### config.mk
export PLATFORM = sky130hd
export DESIGN_NAME = gma_access_map
export DESIGN_NICKNAME = d
export VERILOG_FILES = /design/src/shared/gma_pkg.sv /design/src/gma_access_map.sv
export SDC_FILE = /design/constraint.sdc
export NUM_CORES = 1
export LEC_CHECK = 0
export BUFFER_PORTS_ARGS = -buffer_cell sky130_fd_sc_hd__buf_4
export CORE_UTILIZATION = 25
export CTS_BUF_LIST = sky130_fd_sc_hd__clkbuf_4 sky130_fd_sc_hd__clkbuf_8
export CTS_CLUSTER_SIZE = 12
export DETAILED_ROUTE_END_ITERATION = 6
export SLEW_MARGIN = 15
export SYNTH_ARGS = -nofsm -noshare
export SYNTH_HDL_FRONTEND = slang
export SYNTH_SLANG_ARGS = --single-unit
### constraint.sdc
create_clock -name I_CLK -period 12.6 [get_ports I_CLK]
set_input_delay 1.26 -clock I_CLK [delete_from_list [all_inputs] [get_ports I_CLK]]
set_output_delay 1.26 -clock I_CLK [all_outputs]
set_load 0.05 [all_outputs]
### src/shared/gma_pkg.sv
// constants, types and format helpers for the graphics memory access map
package gma_pkg;
  localparam logic [7:0] BLK_FAM1 = 8'h7F; // 256 KB register block at 01FC0000
  localparam logic [7:0] BLK_RELOC = 8'hFF; // block at 03FC0000
  localparam logic [7:0] BLK_FAM2 = 8'h3F; // block at 00FC0000
  localparam logic [2:0] SUB_HOSTIF0 = 3'h0;
  localparam logic [2:0] SUB_HOSTIF1 = 3'h1;
  localparam logic [2:0] SUB_DISP = 3'h2; // +10000
  localparam logic [2:0] SUB_CAPT = 3'h3; // +18000
  localparam logic [2:0] SUB_DRAW = 3'h6; // +30000
  localparam logic [2:0] SUB_GEOM = 3'h7; // +38000
  localparam logic [15:0] RLS_OFFSET = 16'h005C;
  localparam logic RLS_RESET = 1'b0;
  localparam int REQ_REFRESH = 0;
  localparam int REQ_CAPTURE = 1;
  localparam int REQ_DISPLAY = 2;
  localparam int REQ_HOST = 3;
  localparam int REQ_DRAW = 4;
  localparam int MAX_FRAME = 4096;
  localparam int FRAME_UNIT = 32;
  localparam int MA_N_MIN = 11;
  localparam int MA_COL_MIN = 8;
  localparam int MA_WIDTH = 15;

  typedef enum {WIN_MEM, WIN_HOSTIF, WIN_DISP, WIN_CAPT, WIN_DRAW, WIN_GEOM, WIN_NONE} gma_win_e;

  typedef struct packed {logic alpha; logic [4:0] red; logic [4:0] green; logic [4:0] blue;} gma_pix16_s;
  typedef struct packed {logic alpha; logic [6:0] rsvd; logic [7:0] red; logic [7:0] green; logic [7:0] blue;} gma_pix32_s;
  typedef struct packed {logic [7:0] y1; logic [7:0] cr; logic [7:0] y0; logic [7:0] cb;} gma_ycc_pair_s;
  typedef logic [7:0] gma_index_t;

  // alpha of 16-bit display pixels is the layer-blend flag
  function automatic logic blend_flag16(input gma_pix16_s p);
    return p.alpha;
  endfunction

  // alpha of 16-bit texture/tile pixels is the stencil flag
  function automatic logic stencil_flag16(input gma_pix16_s p);
    return p.alpha;
  endfunction

  // 32-bit layers are host-written only, the drawing engine never makes them
  function automatic logic blend_flag32(input gma_pix32_s p);
    return p.alpha;
  endfunction

  // palette index for layer or cursor pixels
  function automatic gma_index_t palette_index(input logic [31:0] w, input logic [1:0] lane);
    return w[8*lane +: 8];
  endfunction

  // depth bytes per pixel, unsigned
  function automatic logic [1:0] depth_bytes(input logic depth16);
    return depth16 ? 2'h2 : 2'h1;
  endfunction

  // fill flag of pixel x: word x/32, bit x%32
  function automatic logic flag_bit(input logic [31:0] w, input logic [11:0] x);
    return w[x[4:0]];
  endfunction

  // frame dims must be a multiple of 32 and at most 4096
  function automatic logic frame_ok(input logic [12:0] w, input logic [12:0] h);
    return (w <= 13'(MAX_FRAME)) && (h <= 13'(MAX_FRAME)) && (w[4:0] == 5'h0) && (h[4:0] == 5'h0);
  endfunction
endpackage

### src/gma_access_map.sv
// host address decode, relocation, memory arbiter and pin mapping
`timescale 1ns/1ps
// Functional notes
// - hold ready inactive until access completes
// - default first-family window map
// - second-family window map within 16 MB
// - bit0 at 005C relocates windows to top
// - relocated window map, memory up to 64MB
// - memory window is linear, SRAM-like
// - 16-bit pixel: blend alpha, 5-5-5 RGB
// - indirect pixel is one palette byte
// - depth unsigned, 8 or 16 bits
// - fill flag: one bit per pixel packed
// - texture 16-bit: stencil alpha, 5-5-5 RGB
// - capture stored 4:2:2 as Cb Y0 Cr Y1
// - 32-bit pixels host-written, alpha in bit31
// - frames up to 4096, multiple of 32
// - display fetch wraps at frame edges
// - layers two to five flip in blanking
// - fixed priority refresh capture display host drawing
// - row/col on pins below N, bank above
module gma_access_map #(
  parameter int ADDR_W = 26,
  parameter int MEM_AW = 24
) (
  input wire logic I_CLK,
  input wire logic I_SRST,
  input wire logic I_HOST_CS_N,
  input wire logic I_HOST_RD_N,
  input wire logic I_HOST_WR_N,
  input wire logic I_BUS_FAMILY2,
  input wire logic [ADDR_W-1:0] I_HOST_ADDR,
  input wire logic [31:0] I_HOST_WDATA,
  input wire logic [3:0] I_HOST_BE_N,
  output logic [31:0] O_HOST_RDATA,
  output logic O_HOST_READY_N,
  output logic O_REGWIN_REQ,
  output logic [2:0] O_REGWIN_SEL,
  output logic [17:0] O_REGWIN_OFFSET,
  output logic O_REGWIN_WE,
  output logic [31:0] O_REGWIN_WDATA,
  output logic [3:0] O_REGWIN_BE,
  input wire logic I_REGWIN_ACK,
  input wire logic [31:0] I_REGWIN_RDATA,
  input wire logic [3:0] I_CLIENT_REQ,
  input wire logic [3:0] I_CLIENT_WE,
  input wire logic [MEM_AW-1:0] I_CAPTURE_ADDR,
  input wire logic [MEM_AW-1:0] I_DRAW_ADDR,
  input wire logic [11:0] I_DISP_X,
  input wire logic [11:0] I_DISP_Y,
  input wire logic [12:0] I_DISP_WIDTH,
  input wire logic [12:0] I_DISP_HEIGHT,
  input wire logic [7:0] I_DISP_STRIDE,
  input wire logic I_DISP_BPP16,
  input wire logic [MEM_AW+1:0] I_DISP_ORIGIN,
  input wire logic [MEM_AW+1:0] I_DISP_ORIGIN_ALT,
  input wire logic [1:0] I_DISP_LAYER_SEL,
  input wire logic I_VBLANK,
  input wire logic [3:0] I_FLIP_AUTO,
  input wire logic [3:0] I_FLIP_REQ,
  output logic [3:0] O_FRONT_SEL,
  output logic [3:0] O_CLIENT_DONE,
  output logic O_MEM_REQ,
  output logic O_MEM_WE,
  output logic O_MEM_REFRESH,
  output logic [MEM_AW-1:0] O_MEM_ADDR,
  output logic [3:0] O_MEM_BE,
  output logic [31:0] O_MEM_WDATA,
  input wire logic I_MEM_DONE,
  input wire logic [31:0] I_MEM_RDATA,
  input wire logic [3:0] I_MEMORY_MODE_CONFIG,
  output logic [gma_pkg::MA_WIDTH-1:0] O_MEMORY_ADDRESS_PINS_ROW,
  output logic [gma_pkg::MA_WIDTH-1:0] O_MEMORY_ADDRESS_PINS_COL,
  output logic O_RELOCATED
);
  typedef enum {HS_IDLE, HS_MEM, HS_REG, HS_DONE} gma_host_e;

  typedef struct packed {
    logic [3:0] s1;
    logic [3:0] s2;
    logic [3:0] s3;
    gma_host_e host_st;
    logic reloc;
    logic [2:0] win_sel;
    logic [ADDR_W-1:0] addr;
    logic we;
    logic [31:0] wdata;
    logic [3:0] be;
    logic [31:0] rdata;
    logic ready_n;
    logic host_pend;
    logic mem_busy;
    logic [2:0] owner;
    logic mem_we;
    logic [MEM_AW-1:0] mem_addr;
    logic [gma_pkg::MA_WIDTH-1:0] ma_row;
    logic [gma_pkg::MA_WIDTH-1:0] ma_col;
    logic [3:0] client_done;
    logic regwin_req;
    logic [3:0] front_sel;
    logic [3:0] flip_pend;
  } gma_state_s;

  gma_state_s st_q;
  gma_state_s st_d;

  // decode a host byte address into a window
  function automatic gma_pkg::gma_win_e decode(input logic [ADDR_W-1:0] a, input logic fam2, input logic rel);
    logic [7:0] blk;
    blk = fam2 ? gma_pkg::BLK_FAM2 : (rel ? gma_pkg::BLK_RELOC : gma_pkg::BLK_FAM1);
    if (a[25:18] != blk)
      return gma_pkg::WIN_MEM;
    case (a[17:15])
      gma_pkg::SUB_HOSTIF0, gma_pkg::SUB_HOSTIF1: return gma_pkg::WIN_HOSTIF;
      gma_pkg::SUB_DISP: return gma_pkg::WIN_DISP;
      gma_pkg::SUB_CAPT: return gma_pkg::WIN_CAPT;
      gma_pkg::SUB_DRAW: return gma_pkg::WIN_DRAW;
      gma_pkg::SUB_GEOM: return gma_pkg::WIN_GEOM;
      default: return gma_pkg::WIN_NONE;
    endcase
  endfunction

  // split a word address into column, bank and row phases on the pins
  function automatic logic [2*gma_pkg::MA_WIDTH-1:0] map_pins(input logic [MEM_AW-1:0] wa, input logic [3:0] cfg);
    int n;
    int cw;
    logic [MEM_AW-1:0] rest;
    logic [gma_pkg::MA_WIDTH-1:0] row;
    logic [gma_pkg::MA_WIDTH-1:0] col;
    logic [1:0] bank;
    n = gma_pkg::MA_N_MIN + int'(cfg[1:0]);
    cw = gma_pkg::MA_COL_MIN + int'(cfg[3:2]);
    col = '0;
    row = '0;
    for (int i = 0; i < gma_pkg::MA_WIDTH; i++)
      if (i < cw)
        col[i] = wa[i];
    rest = wa >> cw;
    bank = rest[1:0];
    rest = rest >> 2;
    for (int i = 0; i < gma_pkg::MA_WIDTH; i++)
      if (i < n)
        row[i] = rest[i];
    row[n +: 2] = bank;
    col[n +: 2] = bank;
    return {row, col};
  endfunction

  // display fetch address with the frame treated as a torus
  function automatic logic [MEM_AW-1:0] disp_addr(input logic [MEM_AW+1:0] org);
    logic [12:0] x;
    logic [12:0] y;
    logic [MEM_AW+1:0] byte_a;
    x = {1'b0, I_DISP_X};
    y = {1'b0, I_DISP_Y};
    if (x >= I_DISP_WIDTH)
      x = x - I_DISP_WIDTH;
    if (y >= I_DISP_HEIGHT)
      y = y - I_DISP_HEIGHT;
    byte_a = org + (MEM_AW+2)'(I_DISP_BPP16 ? {x, 1'b0} : {1'b0, x})
      + (MEM_AW+2)'({I_DISP_STRIDE, 6'h00}) * (MEM_AW+2)'(y);
    return byte_a[MEM_AW+1:2];
  endfunction

  logic stable;
  logic strobe;
  logic [4:0] reqs;
  logic [2:0] pick;
  logic [MEM_AW+1:0] org;
  gma_pkg::gma_win_e win;

  always_comb
  begin
    st_d = st_q;
    st_d.s1 = {I_BUS_FAMILY2, I_HOST_WR_N, I_HOST_RD_N, I_HOST_CS_N};
    st_d.s2 = st_q.s1;
    st_d.s3 = st_q.s2;
    st_d.client_done = '0;
    st_d.regwin_req = 1'b0;
    stable = (st_q.s2 == st_q.s3);
    strobe = stable && !st_q.s3[0] && (!st_q.s3[1] || !st_q.s3[2]);
    win = decode(I_HOST_ADDR, st_q.s3[3], st_q.reloc);
    // host access sequencer: ready stays inactive until the data is settled
    case (st_q.host_st)
      HS_IDLE:
      begin
        st_d.ready_n = 1'b1;
        if (strobe)
        begin
          st_d.addr = I_HOST_ADDR;
          st_d.we = !st_q.s3[2];
          st_d.wdata = I_HOST_WDATA;
          st_d.be = ~I_HOST_BE_N;
          st_d.rdata = '0;
          case (win)
            gma_pkg::WIN_MEM:
            begin
              st_d.host_pend = 1'b1;
              st_d.host_st = HS_MEM;
            end
            gma_pkg::WIN_HOSTIF:
            begin
              if (I_HOST_ADDR[15:0] == gma_pkg::RLS_OFFSET)
              begin
                // relocation exists only for the first bus family
                if (!st_q.s3[2] && !st_q.s3[3] && !I_HOST_BE_N[0])
                  st_d.reloc = I_HOST_WDATA[0];
                st_d.rdata = {31'h0, st_q.reloc};
                st_d.host_st = HS_DONE;
              end
              else
              begin
                st_d.win_sel = 3'h0;
                st_d.regwin_req = 1'b1;
                st_d.host_st = HS_REG;
              end
            end
            gma_pkg::WIN_NONE: st_d.host_st = HS_DONE;
            default:
            begin
              st_d.win_sel = (win == gma_pkg::WIN_DISP) ? 3'h1 : (win == gma_pkg::WIN_CAPT) ? 3'h2
                : (win == gma_pkg::WIN_DRAW) ? 3'h3 : 3'h4;
              st_d.regwin_req = 1'b1;
              st_d.host_st = HS_REG;
            end
          endcase
        end
      end
      HS_REG:
        if (I_REGWIN_ACK)
        begin
          st_d.rdata = I_REGWIN_RDATA;
          st_d.host_st = HS_DONE;
        end
      HS_MEM: ;
      HS_DONE:
      begin
        // ready held until the host drops its strobes
        st_d.ready_n = 1'b0;
        if (stable && (st_q.s3[0] || (st_q.s3[1] && st_q.s3[2])))
        begin
          st_d.ready_n = 1'b1;
          st_d.host_st = HS_IDLE;
        end
      end
      default: st_d.host_st = HS_IDLE;
    endcase
    // arbiter: a new owner is chosen only once the running access is done
    reqs = {I_CLIENT_REQ[3], st_q.host_pend, I_CLIENT_REQ[2:0]};
    pick = 3'h0;
    for (int i = gma_pkg::REQ_DRAW; i >= gma_pkg::REQ_REFRESH; i--)
      if (reqs[i])
        pick = 3'(i);
    org = st_q.front_sel[I_DISP_LAYER_SEL] ? I_DISP_ORIGIN_ALT : I_DISP_ORIGIN;
    if (st_q.mem_busy)
    begin
      if (I_MEM_DONE)
      begin
        st_d.mem_busy = 1'b0;
        if (st_q.owner == 3'(gma_pkg::REQ_HOST))
        begin
          st_d.host_pend = 1'b0;
          st_d.rdata = st_q.we ? 32'h0 : I_MEM_RDATA;
          st_d.host_st = HS_DONE;
        end
        else if (st_q.owner == 3'(gma_pkg::REQ_DRAW))
          st_d.client_done[3] = 1'b1;
        else
          st_d.client_done[st_q.owner[1:0]] = 1'b1;
      end
    end
    else if (|reqs)
    begin
      st_d.mem_busy = 1'b1;
      st_d.owner = pick;
      case (pick)
        3'(gma_pkg::REQ_REFRESH):
        begin
          st_d.mem_addr = '0;
          st_d.mem_we = 1'b0;
        end
        3'(gma_pkg::REQ_CAPTURE):
        begin
          st_d.mem_addr = I_CAPTURE_ADDR;
          st_d.mem_we = I_CLIENT_WE[1];
        end
        3'(gma_pkg::REQ_DISPLAY):
        begin
          st_d.mem_addr = disp_addr(org);
          st_d.mem_we = 1'b0;
        end
        3'(gma_pkg::REQ_HOST):
        begin
          st_d.mem_addr = st_q.addr[MEM_AW+1:2];
          st_d.mem_we = st_q.we;
        end
        default:
        begin
          st_d.mem_addr = I_DRAW_ADDR;
          st_d.mem_we = I_CLIENT_WE[3];
        end
      endcase
      {st_d.ma_row, st_d.ma_col} = map_pins(st_d.mem_addr, I_MEMORY_MODE_CONFIG);
    end
    // frame flips for layers two to five, only inside blanking
    st_d.flip_pend = st_q.flip_pend | I_FLIP_REQ;
    if (I_VBLANK)
    begin
      st_d.front_sel = st_q.front_sel ^ (I_FLIP_AUTO | st_q.flip_pend);
      st_d.flip_pend = I_FLIP_REQ;
    end
  end

  always_ff @(posedge I_CLK)
  begin
    if (I_SRST)
    begin
      st_q <= '0;
      st_q.s1 <= 4'hF;
      st_q.s2 <= 4'hF;
      st_q.s3 <= 4'hF;
      st_q.host_st <= HS_IDLE;
      st_q.reloc <= gma_pkg::RLS_RESET;
      st_q.ready_n <= 1'b1;
    end
    else
      st_q <= st_d;
  end

  assign O_HOST_RDATA = st_q.rdata;
  assign O_HOST_READY_N = st_q.ready_n;
  assign O_REGWIN_REQ = st_q.regwin_req;
  assign O_REGWIN_SEL = st_q.win_sel;
  assign O_REGWIN_OFFSET = st_q.addr[17:0];
  assign O_REGWIN_WE = st_q.we;
  assign O_REGWIN_WDATA = st_q.wdata;
  assign O_REGWIN_BE = st_q.be;
  assign O_FRONT_SEL = st_q.front_sel;
  assign O_CLIENT_DONE = st_q.client_done;
  assign O_MEM_REQ = st_q.mem_busy;
  assign O_MEM_WE = st_q.mem_we;
  assign O_MEM_REFRESH = st_q.mem_busy && (st_q.owner == 3'(gma_pkg::REQ_REFRESH));
  assign O_MEM_ADDR = st_q.mem_addr;
  assign O_MEM_BE = st_q.be;
  assign O_MEM_WDATA = st_q.wdata;
  assign O_MEMORY_ADDRESS_PINS_ROW = st_q.ma_row;
  assign O_MEMORY_ADDRESS_PINS_COL = st_q.ma_col;
  assign O_RELOCATED = st_q.reloc;
endmodule // gma_access_map

==> qor.txt <==
final setup vio count: 0
core area: 0.0672 sq mm
grt peak-use layer: met2
Area Growth Syn to Fin: 24.9%
DRC violations left: 2
Max FO, Critical Path: 15
Layout Skew: 43.9 ps
Post-synth EDFFs: 0
WS Path Type: input pin to flop
drt wl/cell: 19.8 microns
Tot Pwr: 4.89 mW
Yosys warnings: 0
clk slew on worst S/H paths: 60 ps
post-route setup slack: 2320 ps
number of global-route vias before repair: 15200
Sw Pwr: 2.38 mW
Clk Latency, worst-skew pair: 560 ps
MaxCap Viol Count: 0
Distinct cells, synth: 81
CP endpoint kind: flop
GR Util met3: 4.20%
H-tree depth: 2
Pre-antenna DRT Iters: 7
Cells after Synth: 2095
met2 GRT Util: 33.2%
clk buf depth: 3
Layout Utilization: 31.6%
min Tclk post-route: 10280 ps
final wirelength: 65300 microns
share of total power in combinational logic: 70.5%
CTS resizes: 0
most frequent cells in the layout: buf_4 (524), nand2_1 (249), dfxtp_1 (215), a21oi_1 (211), nor2_1 (157)
initial antenna violation count: 9
Setup TNS: 0 ps
die outline width: 263 microns
Worst EP required: 13090 ps
sw frac: 48.7%
clock share of power: 14.1%
ratio of cells with drive above 1 in the final layout: 27.0%
initial core utilization: 25.3%
final hold violations: 0
Final Wtd Congestion: 0.883
share of power burned in registers: 15.4%
CTS Root Cell: clkbuf_8
Critical Path Most Common Cell: a21oi_1
Netlist Area Pre-Place: 0.0170 sq mm
1st-iter DRT viols: 1036
Crit-path slowest cell: a31oi_1
Max Freq: 97.3 MHz
Post-synth ARST share: 0%
Static Leak: 9.53 nW
antenna-violating nets left: 0
I/O pin total: 510
Via density: 4.70
clk sink count: 215
Setup Slack @ Placement: 1740 ps
Max-slew headroom: 22.4%
CTS tree: built
via count: 15500
Setup crit start kind: input pin
port buffer count: 507
postcts setup bufs: 0
Int Pwr: 2.51 mW
CTS Hold Bufs: 0
Critical Path AT: 10770 ps
Final Max Tran Viols: 0
status: finished with violations
HP Class: flop to flop
Avg Cell Area, Syn: 8.10 sq um
Fillers: 7222
RSZ-0062 raised after global routing: no
Max VDD drop: 0.000281 V
Pwr Density: 231 mW/mm^2
met1 global-route usage: 21.5%
grt ovf: 0
Largest stage delay, worst path: 730 ps
row count: 95
fin crit share: 81.6%
global-route wire length before repair: 96700 microns
#FFs+latches synth: 215
commonest non-fill, non-tap cell in the layout: buf_4
largest net degree at the start of global routing: 87
Worst Tran Pin Value: 1160 ps
violated checks: DRC
GRT Util Overall: 18.5%
Die H: 263 microns
register area share after synthesis: 25.4%
NumNets Final: 2910
CTS Buf Count: 37
top_reg_cell synth: dfxtp_1
detailed placement HPWL: 53700 microns
die area: 0.0689 sq mm
[synthesized netlist by cell type, types with 23 or more instances]
master	number	share of area, %
nor2_1	161	3.6
a211oi_1	23	1.0
a221oi_1	37	1.9
and2_1	32	1.2
nor2b_1	68	2.5
mux2_2	28	1.9
o21ai_0	63	1.9
buf_4	187	8.3
fa_1	76	9.0
a21oi_1	212	6.3
mux2i_1	28	1.7
nand2_1	250	5.5
clkbuf_1	86	1.9
dfxtp_1	215	25
inv_1	143	3.2
xnor2_1	38	2.0
ha_1	111	8.2
[path summary, 6_finish.rpt]
path,start,to,slack [ps],depth (start not counted)
worst min register to register,st_d[211],st_d[207],410,1
worst min-delay path,st_d[211],st_d[207],410,1
worst max-delay path,I_DISP_HEIGHT[1],O_MEMORY_ADDRESS_PINS_ROW[13],2320,40
worst max register to register,O_FRONT_SEL[0],O_MEMORY_ADDRESS_PINS_COL[10],6780,15
[kinds of logic after synthesis]
family                     Yosys count  share of synthesized area [%]
and+or+nand+nor                    665                           18.6
AOI/OAI and AO/OA                  486                           18.5
buffers and inverters              426                           13.6
DFF                                215                           25.4
adders and majority gates          187                           17.2
xor gates and xnor gates            58                           3.08
muxes                               57                           3.64
other                                1                         0.0221
[state kept, by name (all words and copies together) (netlist names), 3 cells and up]
signal,count
O_MEM_BE,4
st_d,8
O_HOST_RDATA,32
O_CLIENT_DONE,4
O_REGWIN_SEL,3
st_q,51
O_FRONT_SEL,4
O_MEMORY_ADDRESS_PINS_ROW,15
O_MEM_WDATA,32
O_REGWIN_OFFSET,18
O_MEM_ADDR,24
O_MEMORY_ADDRESS_PINS_COL,13
[through the flow]
step           instance area, sq um  cells  hold WS [ps]
3_5_place_dp                  20400   3240           395
4_1_cts                       21200   3306           413
3_3_place_gp                  20400   3240           395
2_1_floorplan                 17100   2124           389
5_1_grt                       21200   3307           426
6_report                      21200   3308           410
[metal layers]
layer	wire length (microns)	share of wire [%]	up-vias
met5	98	0.15	-
met4	2000	3.1	16
met3	4060	6.2	89
met2	32500	50	560
met1	26700	41	7260
li1	-	-	7613
[power groups by stage]
| stage | registers, mW | logic (mW) | clock network, mW |
|---|---|---|---|
| 2_1_floorplan | 0.755 | 2.61 | 0 |
| 3_3_place_gp | 0.766 | 3.44 | 0 |
| 3_5_place_dp | 0.767 | 3.42 | 0 |
| 4_1_cts | 0.752 | 3.46 | 0.709 |
| 5_1_grt | 0.756 | 3.90 | 0.737 |
| 6_report | 0.752 | 3.44 | 0.690 |
[layout make-up]
| class | instances | area (sq um) | share of cell area [%] |
|---|---|---|---|
| Antenna cell | 1 | 2.50 | 0.0118 |
| Clock buffer | 57 | 753 | 3.55 |
| Clock inverter | 9 | 58.8 | 0.278 |
| Inverter | 145 | 544 | 2.57 |
| Multi-Input combinational cell | 1483 | 10500 | 49.5 |
| Sequential cell | 215 | 4300 | 20.3 |
| Tap cell | 873 | 1090 | 5.15 |
| Timing Repair Buffer | 525 | 3940 | 18.6 |
[critical path: cells and delay by family]
family | cells | cell delay, ps
AOI/OAI and AO/OA | 13 | 3080
muxes | 1 | 360
adders and majority gates | 8 | 3260
and+or+nand+nor | 11 | 1770
xor gates and xnor gates | 1 | 470
buffers and inverters | 6 | 560
(Power assumes the default switching activity.)
